==> src/phy_quick_poll_map.vh <==
// register offsets, field positions and reset values of the quick-poll status block
// Function
// [RL1] bypass bit 0 scrambles and descrambles; bit 1 bypasses both paths
// [RL2] scrambler acts only at 100 Mbit; bypass has no effect at 10 Mbit
// [RL3] reserved control bits read zero; station writes their defaults
// [RL4] quick-poll register is 16-bit read-only, writes ignored, reset loads defaults
// [RL5] station writes default value into reserved bits of quick-poll register; the station model passes data to register 17 unmasked
// [RL6] rate bit from rate pin (hardware) or control 0.13 (software), not link
// [RL7] duplex bit from duplex pin (hardware) or control 0.8 (software), not link
// [RL8] progress bits cleared on reset, negotiation disabled or restarted
// [RL9] progress bits hold highest code, change only when new code larger
// [RL10] read returns recorded progress, then loads present state for next read
// [RL11] progress codes 000 to 111, success is complete flag with code 000
// [RL12] signal-lost bit latches high until read
// [RL13] pll lock error bit latches high until read
// [RL14] false carrier bit reads 0 normally, 1 on false carrier
// [RL15] invalid symbol bit latches high until read
// [RL16] halt symbol bit latches high until read
// [RL17] premature end bit latches on two idles in packet, until read
// [RL18] complete bit is 1 only once negotiation finished
// [RL19] remote fault bit latches high until read
// [RL20] event flags latch high until read; link bit latches low
// [RL21] latches clear only at read completion; events during read stay pending
`ifndef PHY_QUICK_POLL_MAP_VH
`define PHY_QUICK_POLL_MAP_VH
`define QP_REG_CTRL16      5'h10
`define QP_REG_STATUS17    5'h11
`define QP_BIT_RATE        15
`define QP_BIT_DUPLEX      14
`define QP_BIT_PROG_HI     13
`define QP_BIT_PROG_LO     11
`define QP_BIT_SIG_LOST    10
`define QP_BIT_PLL_ERR     9
`define QP_BIT_FALSE_CAR   8
`define QP_BIT_INV_SYM     7
`define QP_BIT_HALT_SYM    6
`define QP_BIT_PREM_END    5
`define QP_BIT_AN_DONE     4
`define QP_BIT_SIG_DET     3
`define QP_BIT_JABBER      2
`define QP_BIT_RFAULT      1
`define QP_BIT_LINK        0
`define QP_BIT_BYPASS      0
`define QP_CTRL16_MASK     16'h0001
`define QP_CTRL16_RESET    16'h0000
`define QP_AN_SUCCESS      4'h8
`endif

==> src/phy_quick_poll_status.v <==
// quick-poll detailed status register and scrambler bypass control
`timescale 1ns/1ps
`default_nettype none
`include "phy_quick_poll_map.vh"
module phy_quick_poll_status
(
    input  wire        clk,
    input  wire        rst,
    input  wire [4:0]  reg_addr,
    input  wire        reg_wr,
    input  wire [15:0] reg_wdata,
    input  wire        reg_rd,
    output reg  [15:0] reg_rdata,
    input  wire        sw_mode,
    input  wire        rate_select_pin,
    input  wire        duplex_select_pin,
    input  wire        ctrl_rate,
    input  wire        ctrl_duplex,
    input  wire        an_enable,
    input  wire        an_restart,
    input  wire [3:0]  an_state,
    input  wire        ev_sig_lost,
    input  wire        ev_pll_err,
    input  wire        ev_false_car,
    input  wire        ev_inv_sym,
    input  wire        ev_halt_sym,
    input  wire        ev_prem_end,
    input  wire        sig_detect,
    input  wire        ev_jabber,
    input  wire        ev_rfault,
    input  wire        link_ok,
    output wire        scramble_en,
    output wire        rate_100
);
    ////////////////////////////////////////////////////////////////////////
    // register number match, shared by the write and read decoders
    // keeps every decoder on one and the same compare
    function reg_hit;
        input [4:0] addr;
        input [4:0] num;
        begin
            reg_hit = (addr == num);
        end
    endfunction

    // latching-high update: a read clears, a new event always wins
    // so an event in the read cycle is reported by the next read
    function [7:0] latch_high;
        input [7:0] held;
        input       clr;
        input [7:0] ev;
        begin
            latch_high = (clr ? 8'h00 : held) | ev;
        end
    endfunction

    // latching-low update: a read reloads from the live level
    // a drop during the read cycle stays low for the next read
    function latch_low;
        input held;
        input clr;
        input lvl;
        begin
            latch_low = (clr ? 1'b1 : held) & lvl;
        end
    endfunction

    // next {complete, code}: clear, then read reload, then success, then climb
    // the code freezes once complete until a read reloads it
    function [3:0] prog_next;
        input       clr;
        input       rd;
        input [3:0] st;
        input       done;
        input [2:0] prog;
        begin
            if (clr)
                prog_next = 4'h0;                                   // [RL8]
            else if (rd)
                prog_next = {(st == `QP_AN_SUCCESS), st[2:0]};      // [RL10]
            else if (st == `QP_AN_SUCCESS)
                prog_next = `QP_AN_SUCCESS;                         // [RL11] [RL18]
            else if (!done && st[2:0] > prog)
                prog_next = {1'b0, st[2:0]};                        // [RL9]
            else
                prog_next = {done, prog};
        end
    endfunction

    ////////////////////////////////////////////////////////////////////////
    // pin synchronisers
    reg [1:0] rate_pin_ff;
    reg [1:0] dpx_pin_ff;
    reg        bypass_ff;
    reg [2:0]  prog_ff;
    reg        done_ff;
    reg [7:0]  lh_ff;
    reg        link_ff;
    reg [2:0]  nxt_prog;
    reg        nxt_done;
    reg [7:0]  nxt_lh;
    reg        nxt_link;
    wire       rd_status;
    wire [7:0] lh_ev;
    wire       wr_ctrl;
    wire       an_clear;
    wire [15:0] status_word;
    wire [15:0] ctrl_word;
    reg  [15:0] rd_word;

    always @(posedge clk)
    begin
        if (rst)
        begin
            rate_pin_ff <= 2'b00;
            dpx_pin_ff  <= 2'b00;
        end
        else
        begin
            rate_pin_ff <= {rate_pin_ff[0], rate_select_pin};
            dpx_pin_ff  <= {dpx_pin_ff[0], duplex_select_pin};
        end
    end

    ////////////////////////////////////////////////////////////////////////
    // control register 16, only the bypass bit is stored
    always @(posedge clk)
    begin
        if (rst)
            bypass_ff <= 1'b0;
        else if (wr_ctrl)
            bypass_ff <= reg_wdata[`QP_BIT_BYPASS]; // [RL1]
    end

    // selected rate and duplex, independent of link
    assign rate_100 = sw_mode ? ctrl_rate : rate_pin_ff[1];          // [RL6]
    wire   duplex_full = sw_mode ? ctrl_duplex : dpx_pin_ff[1];       // [RL7]
    // scrambling only at 100 Mbit and not bypassed
    assign scramble_en = rate_100 & ~bypass_ff;                       // [RL1] [RL2]

    ////////////////////////////////////////////////////////////////////////
    // latched bits; clear on read of register 17, new events win
    assign rd_status = reg_rd && reg_hit(reg_addr, `QP_REG_STATUS17);
    assign wr_ctrl   = reg_wr && reg_hit(reg_addr, `QP_REG_CTRL16);
    assign an_clear  = !an_enable || an_restart;                     // [RL8]
    assign lh_ev = {ev_sig_lost, ev_pll_err, ev_false_car, ev_inv_sym,
                    ev_halt_sym, ev_prem_end, ev_jabber, ev_rfault};

    // next values of the latches and of the progress monitor
    always @*
    begin
        // [RL12] [RL13] [RL14] [RL15] [RL16] [RL17] [RL19] [RL21]
        nxt_lh   = latch_high(lh_ff, rd_status, lh_ev);
        nxt_link = latch_low(link_ff, rd_status, link_ok);           // [RL20] [RL21]
        {nxt_done, nxt_prog} = prog_next(an_clear, rd_status, an_state, done_ff, prog_ff);
    end

    // event latches and link latch
    always @(posedge clk)
    begin
        if (rst)
        begin
            lh_ff   <= 8'h00;                                        // [RL4]
            link_ff <= 1'b0;
        end
        else
        begin
            lh_ff   <= nxt_lh;
            link_ff <= nxt_link;
        end
    end

    // progress monitor flops
    always @(posedge clk)
    begin
        if (rst)
        begin
            prog_ff <= 3'h0;                                         // [RL8]
            done_ff <= 1'b0;
        end
        else
        begin
            prog_ff <= nxt_prog;
            done_ff <= nxt_done;
        end
    end

    ////////////////////////////////////////////////////////////////////////
    // quick-poll word, field by field from bit 15 down
    assign status_word = {rate_100,        // [RL6] selected rate
                          duplex_full,     // [RL7] selected duplex
                          prog_ff,         // [RL9] [RL11] progress code
                          lh_ff[7],        // [RL12] signal lost
                          lh_ff[6],        // [RL13] pll lock error
                          lh_ff[5],        // [RL14] false carrier
                          lh_ff[4],        // [RL15] invalid symbol
                          lh_ff[3],        // [RL16] halt symbol
                          lh_ff[2],        // [RL17] premature end
                          done_ff,         // [RL18] negotiation complete
                          sig_detect,      // live signal detect
                          lh_ff[1],        // jabber
                          lh_ff[0],        // [RL19] remote fault
                          link_ff};        // [RL20] link, latching low

    // control word: only the bypass bit is stored, reserved bits read zero
    assign ctrl_word = {15'h0000, bypass_ff} & `QP_CTRL16_MASK;      // [RL3]

    // read multiplexer; unmapped numbers read as zero
    always @*
    begin
        if (reg_hit(reg_addr, `QP_REG_STATUS17))
            rd_word = status_word;                                   // [RL4]
        else if (reg_hit(reg_addr, `QP_REG_CTRL16))
            rd_word = ctrl_word;                                     // [RL3]
        else
            rd_word = 16'h0000;
    end

    ////////////////////////////////////////////////////////////////////////
    // read data, registered; writes to register 17 are ignored
    always @(posedge clk)
    begin
        if (rst)
            reg_rdata <= 16'h0000;
        else if (reg_rd)
            reg_rdata <= rd_word;                                    // [RL4]
    end
endmodule
`default_nettype wire

==> config.mk <==
export PLATFORM = sky130hd
export DESIGN_NAME = phy_quick_poll_status
export DESIGN_NICKNAME = d
export VERILOG_FILES = /design/src/phy_quick_poll_status.v
export VERILOG_INCLUDE_DIRS = /design/src
export SDC_FILE = /design/constraint.sdc
export NUM_CORES = 1
export LEC_CHECK = 0
export ABC_CLOCK_PERIOD_IN_PS = 1580
export BUFFER_PORTS_ARGS = -buffer_cell sky130_fd_sc_hd__buf_2
export CAP_MARGIN = 40
export CORE_ASPECT_RATIO = 0.5
export CORE_MARGIN = 2
export CORE_UTILIZATION = 46
export CTS_CLUSTER_DIAMETER = 30
export DETAILED_ROUTE_END_ITERATION = 6
export GPL_TIMING_DRIVEN = 0
export PLACE_DENSITY = 0.78
export SYNTH_ARGS = -nofsm -noshare
export SYNTH_HDL_FRONTEND = slang
export SYNTH_SLANG_ARGS = --single-unit
export TNS_END_PERCENT = 100
==> constraint.sdc <==
create_clock -name clk -period 1.58 [get_ports clk]
set_input_delay 0.316 -clock clk [delete_from_list [all_inputs] [get_ports clk]]
set_output_delay 0.316 -clock clk [all_outputs]
set_load 0.05 [all_outputs]
==> out/metrics.cfg, run 1 <==
[drt]
drc = 0
drt_iter0_markers = 59
wl_per_cell_um = 11.6
dr.pass1.iters = 4
wirelength_um = 2770
via_count = 1126
ant_nets = 0
via_per_inst = 4.71

[timing]
rsz0062_at_grt = false
setup_tns_ns = 0
timing.final.crit_period_ns = 1.50
finalMaxSlewViolations = 0
skew_ns = 0.000932
worst_hold_slack_ns = 0.245
max_freq_mhz = 665
min_period_over_period_pct = 95.2
maxSlewHeadroom_pct = 51.3
worst_pin_slew_ns = 0.729
hold_violations = 0
setup_violations = 0

[logic_synthesis]
synth_seq_area_share_pct = 47.6
synth.area.top_cells = dfxtp_1, nor2b_1, a21oi_2
netlist_area_um2 = 1430
synth_cells = 145
synth-edff-count = 0
async_reset_ff_share_pct = 0
synth_top_area_share_pct = 47.6
synth.avg_cell_area_um2 = 9.87
ys.flop_type = dfxtp_1
yosys_warnings = 0
ys_seq_elements = 34
syn-num-nets = 194
synth_top_cell_by_area = dfxtp_1
ys_types = 27

[die]
num_rows = 14
dieArea_um2 = 3600
core_um2 = 2980
start_util_pct = 48.1
dieHeight_um = 43.4
dieWidth_um = 82.9
io_pins = 64

[hold_path]
hold_class = in2reg

[setup_path]
crit_path_start_kind = flop
worst_ep_arrival_time_ns = 1.19
criticalPathCategory = reg2out
worstPathMaxFanout = 3
cpMaxStageDelayCell = dfxtp_1
max_stage_delay_ns = 0.29
path_cells = mux2_2 -> nor2b_2 -> buf_2
endpoint_kind = primary output
cp_data_required_time_ns = 1.26

[run_status]
status = complete, no violations

[global_routing]
antenna_found_initial = 0
gr-usage-all-layers_pct = 17.1
grt_max_degree = 11
grt-ovfl-total = 0
first_global_vias = 1112
grt_first_pass_wirelength_um = 4810

[power]
p_leak_nw = 0.789
ir_drop_mv = 0.423
p_per_area_nw_per_um2 = 909

[clock_tree]
cts_hold_buf = 0
clockBufferDepth = 2
cts_buffers = 5
htreeDepth = 2
cts_tree = yes
post_cts_buffers = 0
root_buffer = clkbuf_8
cts_resized = 0
cts_sinks = 34
clk_latency_ns = 0.27
path_clk_slew_ns = 0.06

[layout]
final_layout_size_suffix_gt1_share_pct = 40.7
nNetsFinal = 248
final_common_cell = buf_2
num_antenna_cells = 0
final_cell_mix = buf_2, dfxtp_1, nor2b_1
syn2layout_area_growth_pct = 25.4

[placed_design]
dp.final_hpwl_um = 2040
place.gp.congestion = 0.780
numPortBuffers = 47

[run]
drv_cap = 0

## Yosys cell counts (2+ instances only)
| library cell | n |
|---|---|
| dfxtp_1 | 34 |
| mux2i_1 | 4 |
| inv_1 | 4 |
| nor2b_1 | 21 |
| a21oi_1 | 15 |
| nor2_2 | 10 |
| nor2_1 | 15 |
| mux2_2 | 2 |
| ha_1 | 3 |
| nand2_1 | 7 |
| nor3b_1 | 2 |
| clkbuf_1 | 4 |
| a21oi_2 | 10 |
## report_power, final
part           switching (mW)  internal [mW]  leakage [nW]
Combinational          0.0847         0.0771         0.473
Clock                   0.275          0.303        0.0383
Sequential             0.0121          0.881         0.278
## flip-flops by register name (all words and copies together), names as in the netlist
name / flops
latch_low.held: 1
done_ff: 1
rate_pin_ff: 2
reg_rdata: 16
latch_high.held: 8
bypass_ff: 1
dpx_pin_ff: 2
prog_ff: 3
## layout make-up
cell class | count | area (um^2)
plain buffers | 7 | 78.8
repair buffers | 47 | 235
flip-flops and latches | 34 | 681
fillers | 267 | 1180
multi-input cells | 100 | 659
well taps | 40 | 50.0
inverters | 4 | 15.0
clock buffers | 7 | 76.3
## worst paths after layout
kind                                           end  cells past startpoint  slack [ns]      startpoint
worst min-delay path            latch_high.held[5]                      3        0.24    ev_false_car
worst min register to register       dpx_pin_ff[1]                      1        0.43   dpx_pin_ff[0]
worst max-delay path                   scramble_en                      3        0.08  rate_pin_ff[1]
worst max register to register          prog_ff[0]                      6        0.09      prog_ff[2]
## layer usage
metal | vias to the layer above | GRT usage (%) | share of wire, %
met5 | - | 0 | 0
li1 | 590 | - | -
met4 | 0 | 6.89 | 1.6
met2 | 29 | 28.2 | 47
met1 | 503 | 20.7 | 44
met3 | 4 | 6.48 | 6.6
## kinds of logic (layout without fill, tap and decap cells)
kind of cell             Yosys count  after routing  synth area share [%]
AO/OA/AOI/OAI                     29             29                  13.5
adder cells (fa/ha/maj)            3              3                  2.62
buffers and inverters             11             65                  6.56
flip-flops                        34             34                  47.6
multiplexers                       6              6                  4.37
AND/OR/NAND/NOR                   62             62                  25.3
## worst max-delay path, delay by kind of cell (launching register included)
| family | cells | cell delay [ns] |
|---|---|---|
| flops | 1 | 0.29 |
| buf+inv | 1 | 0.20 |
| simple gates | 1 | 0.15 |
| mux | 1 | 0.27 |
## through the flow
stage                     setup slack (ns)  instances  utilization (%)  power [mW]  instance area (um^2)
after floorplan                     0.0208        145                -        1.01                  1430
after global placement              0.0504        232             57.7        1.07                  1720
after detailed placement            0.0187        232             57.7        1.08                  1720
after CTS                           0.0511        239             60.3        1.66                  1800
after global routing               0.00563        239             60.3        1.71                  1800
final                               0.0752        239             60.3        1.63                  1800
Power figures use the tool's default switching activity.
==> run 2, diff against run 1 <==
--- a/config.mk
+++ b/config.mk
@@ -16,6 +16,7 @@
 export DETAILED_ROUTE_END_ITERATION = 6
 export GPL_TIMING_DRIVEN = 0
 export PLACE_DENSITY = 0.78
+export SETUP_SLACK_MARGIN = 0.2
 export SYNTH_ARGS = -nofsm -noshare
 export SYNTH_HDL_FRONTEND = slang
 export SYNTH_SLANG_ARGS = --single-unit
==> run 2 against run 1 <==
  * Register-to-register slack gained 0.14 ns
  * Clock skew grew 0.0025 ns
  * Fmax grew 3.4%
  * Sequential cell count is the same
  * Largest power group unchanged
  * Setup slack gained 0.049 ns
  * Largest cell class is now multi-input combinational cells
  * Wire length grew 9.2%
==> out/metrics.cfg, run 2 (synthesized netlist as in run 1, its figures left out) <==
[placed_design]
place.gp.congestion = 0.754  ; -3.3%
dpl_cell_area_um2 = 1740  ; +1.2%
numPortBuffers = 47  ; unchanged
dp.final_hpwl_um = 2130  ; +4.5%

[timing]
min_period_over_period_pct = 92.1  ; -3.1 points
skew_ns = 0.00348  ; +0.00254 ns
setup_tns_ns = 0  ; unchanged
timing.final.crit_period_ns = 1.46  ; -0.0495 ns
max_freq_mhz = 687  ; +3.4%
setup_violations = 0  ; unchanged
hold_violations = 0  ; unchanged
finalMaxSlewViolations = 0  ; unchanged
maxSlewHeadroom_pct = 48.6  ; -2.7 points
worst_pin_slew_ns = 0.769  ; +0.0402 ns
rsz0062_at_grt = true

[setup_path]
cpMaxStageDelayCell = dfxtp_2
max_stage_delay_ns = 0.32  ; +0.03 ns
worstPathMaxFanout = 3  ; unchanged
crit_path_start_kind = flop
criticalPathCategory = reg2out
endpoint_kind = primary output
r2r_start = prog_ff[1]
path_buf_inv = 1  ; unchanged
cp_data_required_time_ns = 1.26  ; about the same
crit_start = rate_pin_ff[1]
path_cells = mux2_4 -> nor2b_4 -> buf_6
path_delay_family = flip-flops
worst_ep_arrival_time_ns = 1.14  ; -0.05 ns

[power]
p_leak_nw = 0.838  ; +6.2%
p_per_area_nw_per_um2 = 909  ; about the same
ir_drop_mv = 0.450  ; +6.5%
power_mw = 1.75  ; +7.0%

[drt]
drt_iter0_markers = 44  ; -25%
via_count = 1185  ; +5.2%
wirelength_um = 3030  ; +9.2%
dr.pass1.iters = 4  ; unchanged
ant_nets = 0  ; unchanged
via_per_inst = 4.86  ; +3.1%
wl_per_cell_um = 12.4  ; +7.0%
drc = 0  ; unchanged

[layout]
largest_register = reg_rdata
num_antenna_cells = 0  ; unchanged
largest_register_ffs = 16  ; unchanged
syn2layout_area_growth_pct = 34.3
final_layout_size_suffix_gt1_share_pct = 48.5  ; +7.8 points
nNetsFinal = 252  ; +1.6%
final_cell_mix = buf_2, dfxtp_1, nor2b_1
final_common_cell = buf_2
design_area_um2 = 1920  ; +7.0%

[global_routing]
use_met1_pct = 20.7  ; +0.070 points
first_global_vias = 1161  ; +4.4%
grt-ovfl-total = 0  ; unchanged
gr-max-usage-layer = met2
grt_first_pass_wirelength_um = 5040  ; +4.7%
gr-usage-all-layers_pct = 18.0  ; +0.96 points
grtUsageMet2_pct = 31.0  ; +2.7 points
use_met3_pct = 7.62  ; +1.1 points
grt_max_degree = 11  ; unchanged
antenna_found_initial = 0  ; unchanged

[run]
drv_cap = 0  ; unchanged

[hold_path]
hold_class = in2reg
hold_start = ev_sig_lost

[die]
dieArea_um2 = 3600  ; unchanged
num_rows = 14  ; unchanged
io_pins = 64  ; unchanged
core_um2 = 2980  ; unchanged
dieHeight_um = 43.4  ; unchanged
start_util_pct = 48.1  ; unchanged
dieWidth_um = 82.9  ; unchanged

[run_status]
status = complete, no violations

[clock_tree]
clk_latency_ns = 0.28  ; about the same
cts_buffers = 5  ; unchanged
htreeDepth = 2  ; unchanged
clockBufferDepth = 2  ; unchanged
cts_tree = yes
cts_sinks = 34  ; unchanged
cts_hold_buf = 0  ; unchanged
root_buffer = clkbuf_8
path_clk_slew_ns = 0.07  ; about the same

-- run 2: cell types whose count changed in the layout (fill, tap and decap cells not counted), moves of 2 or more --
cell and delta:
buf_4 +4, dfxtp_1 -4, dfxtp_2 +4, ha_1 -3, ha_4 +3, inv_1 -2, inv_2 +2
-- run 2: stage by stage --
step                cells  util, %  setup WS [ns]  hold slack (ns)
floorplan             145        -          0.181            0.414
global placement      232     58.4         0.0407            0.421
detailed placement    232     58.4         0.0126            0.429
CTS                   243     63.1          0.114            0.238
global route          244     64.5         0.0818            0.242
finish                244     64.5          0.125            0.241
-- run 2: power by group --
part	switching (mW)	leakage, nW	total, mW	internal (mW)
Combinational	0.0979	0.511	0.197	0.0991
Clock	0.305	0.0482	0.656	0.351
Sequential	0.0123	0.279	0.893	0.881
-- run 2: worst paths after layout --
path / endpoint / slack (ns) / depth (start not counted)
max: scramble_en / 0.12 / 3
min: latch_high.held[7] / 0.24 / 3
max reg2reg: prog_ff[1] / 0.23 / 6
min reg2reg: rate_pin_ff[1] / 0.44 / 1
-- run 2: timing repair --
| action | 4_1_cts | 5_1_grt |
|---|---|---|
| pin swaps | 1 | 2 |
| hold endpoints to repair | 0 | 0 |
| resized for setup | 5 | 7 |
| gates cloned | 0 | 0 |
| endpoints found under the setup margin | 5 | 5 |
| setup buffers | 3 | 1 |
-- run 2: per-layer routing --
| layer | up-vias | share of wire (%) |
|---|---|---|
| met5 | - | 0 |
| met4 | 0 | 0.26 |
| met3 | 2 | 6.3 |
| met2 | 33 | 48 |
| met1 | 549 | 45 |
| li1 | 601 | - |
-- run 2: cell type report --
cell class / count / area [um^2]
Timing Repair Buffer: 51 / 272
Clock inverter: 1 / 5.00
Multi-Input combinational cell: 100 / 729
Sequential cell: 34 / 686
Fill cell: 251 / 1060
Buffer: 7 / 78.8
Clock buffer: 7 / 86.3
Inverter: 4 / 15.0
Tap cell: 40 / 50.0
-- run 2: worst min-delay path, stage by stage --
cell and delay [ns]:
buf_2 0.07, a21oi_1 0.03, nor2_1 0.06
==> run 3, diff against run 2 <==
--- a/config.mk
+++ b/config.mk
@@ -14,7 +14,6 @@
 export CORE_UTILIZATION = 46
 export CTS_CLUSTER_DIAMETER = 30
 export DETAILED_ROUTE_END_ITERATION = 6
-export GPL_TIMING_DRIVEN = 0
 export PLACE_DENSITY = 0.78
 export SETUP_SLACK_MARGIN = 0.2
 export SYNTH_ARGS = -nofsm -noshare
==> run 3 against run 2 <==
  * Via count rose by 0.59%
  * Critical endpoint unchanged
  * Combinational power fell by 4%
  * Fmax fell by 0.23%
  * Critical path depth did not move
  * Sequential power barely moved
  * Clock power rose by 2%
  * Global-route usage fell by 0.65 points
  * Final cell count did not move
  * Setup slack got worse by 0.0034 ns
  * First-iteration DRC count rose by 20%
  * Critical path type unchanged
==> out/metrics.cfg, run 3 (synthesized netlist as in run 1, its figures left out) <==
[die]
dieHeight_um = 43.4  ; unchanged
num_rows = 14  ; unchanged
start_util_pct = 48.1  ; unchanged
dieArea_um2 = 3600  ; unchanged
core_um2 = 2980  ; unchanged
io_pins = 64  ; unchanged
dieWidth_um = 82.9  ; unchanged

[setup_path]
cp_data_required_time_ns = 1.26  ; about the same
endpoint_kind = primary output
crit_path_start_kind = flop
worstPathMaxFanout = 3  ; unchanged
criticalPathCategory = reg2out
worst_ep_arrival_time_ns = 1.14  ; about the same

[timing]
setup_tns_ns = 0  ; unchanged
skew_ns = 0.00591  ; +0.00243 ns
worst_pin_slew_ns = 0.346  ; -0.423 ns
max_freq_mhz = 686  ; -0.23%
maxSlewHeadroom_pct = 76.9  ; +28 points
min_period_over_period_pct = 92.3  ; +0.22 points
setup_violations = 0  ; unchanged
finalMaxSlewViolations = 0  ; unchanged
worst_hold_slack_ns = 0.233  ; -0.00735 ns
timing.final.crit_period_ns = 1.46  ; +0.00343 ns
hold_violations = 0  ; unchanged
rsz0062_at_grt = true

[drt]
via_per_inst = 4.89  ; +0.59%
wl_met3_um = 150  ; -22%
via_count = 1192  ; +0.59%
ant_nets = 0  ; unchanged
drt_iter0_markers = 53  ; +20%
wirelength_um = 2930  ; -3.3%
route.top_layer_used = met4
dr.pass1.iters = 4  ; unchanged
wl_met1_um = 1320  ; -2.7%
wl_met2_um = 1420  ; -3.3%
wl_per_cell_um = 12.0  ; -3.3%
drc = 0  ; unchanged

[layout]
num_antenna_cells = 0  ; unchanged
syn2layout_area_growth_pct = 32.4
nNetsFinal = 252  ; unchanged
final_cell_mix = buf_2, dfxtp_1, nor2b_1
final_common_cell = buf_2
largest_register_ffs = 16  ; unchanged
final_layout_size_suffix_gt1_share_pct = 50.5  ; +2.0 points
largest_register = reg_rdata
final_util_pct = 63.7  ; -0.88 points
final_cells = 244  ; unchanged

[power]
p_int_mw = 1.32  ; -0.64%
pwr-share-clk_pct = 38.3  ; +0.7 points
switching_power_mw = 0.430  ; +3.5%
ir_drop_mv = 0.460  ; +2.2%
p_seq_share_pct = 50.9  ; -0.2 points
switching_share_pct = 24.5  ; +0.76 points
comb_power_share_pct = 10.8  ; -0.5 points
p_per_area_nw_per_um2 = 924  ; +1.7%
power_mw = 1.75  ; +0.35%
p_leak_nw = 0.831  ; -0.87%

[placed_design]
numPortBuffers = 48  ; +2.1%
dp.final_hpwl_um = 2030  ; -4.9%
place_inst = 233  ; +0.43%
place.gp.congestion = 0.832  ; +10%

[global_routing]
first_global_vias = 1133  ; -2.4%
antenna_found_initial = 0  ; unchanged
grt_max_degree = 31  ; +20
grt-ovfl-total = 0  ; unchanged
grt_first_pass_wirelength_um = 4840  ; -3.9%
gr-usage-all-layers_pct = 17.4  ; -0.65 points

[clock_tree]
path_clk_slew_ns = 0.07  ; about the same
root_buffer = clkbuf_8
cts_sinks = 34  ; unchanged
htreeDepth = 2  ; unchanged
clk_latency_ns = 0.29  ; about the same
clockBufferDepth = 2  ; unchanged
cts_buffers = 5  ; unchanged
cts_tree = yes

[run_status]
status = complete, no violations

[hold_path]
hold_class = in2reg

[run]
drv_cap = 0  ; unchanged

-- run 3: cell count changes in the layout (fill, tap and decap cells not counted), sizes merged --
cell,before,now
clkinvlp,0,1
buf,53,58
bufbuf,1,0
clkbuf,11,6
-- run 3: final timing paths --
path	cells past startpoint	startpoint	slack [ns]	end
worst max register to register	6	prog_ff[2]	0.23	prog_ff[0]
worst min register to register	1	dpx_pin_ff[0]	0.44	dpx_pin_ff[1]
worst max-delay path	3	rate_pin_ff[1]	0.12	scramble_en
worst min-delay path	3	ev_pll_err	0.23	latch_high.held[6]
-- run 3: power groups by stage --
stage	sequential (mW)	combinational [mW]	clock (mW)
after detailed placement	0.912	0.164	0
after global routing	0.895	0.208	0.714
after CTS	0.892	0.179	0.685
final	0.893	0.189	0.670
after global placement	0.912	0.159	0
after floorplan	0.914	0.106	0
-- run 3: cell type report --
type                            instances  area, um^2
Inverter                                4        15.0
Clock buffer                            6        82.6
Clock inverter                          2        12.5
Fill cell                             256        1080
Timing Repair Buffer                   58         322
Multi-Input combinational cell        100         729
Tap cell                               40        50.0
Sequential cell                        34         684
-- run 3: repair_timing --
item,CTS,global route
endpoints found under the setup margin,5,5
gates resized for setup,6,5
pin swaps,1,2
buffers inserted,2,1
hold buffers,0,0
-- run 3: worst max-delay path, cell delays in order (launching register included) --
cell and delay, ns:
dfxtp_1 0.31, mux2_4 0.28, nor2b_4 0.13, buf_6 0.15
-- run 3: per-layer routing --
metal,vias up,GRT usage [%]
met2,29,30.5
met5,-,0
met3,7,6.48
met1,558,19.9
li1,598,-
met4,0,6.89
-- run 3: per-stage QoR --
step,setup WS (ns),instance area [um^2]
global route,0.0910,1900
global placement,0.0439,1720
CTS,0.103,1870
detailed placement,0.0452,1720
floorplan,0.181,1460
finish,0.121,1900
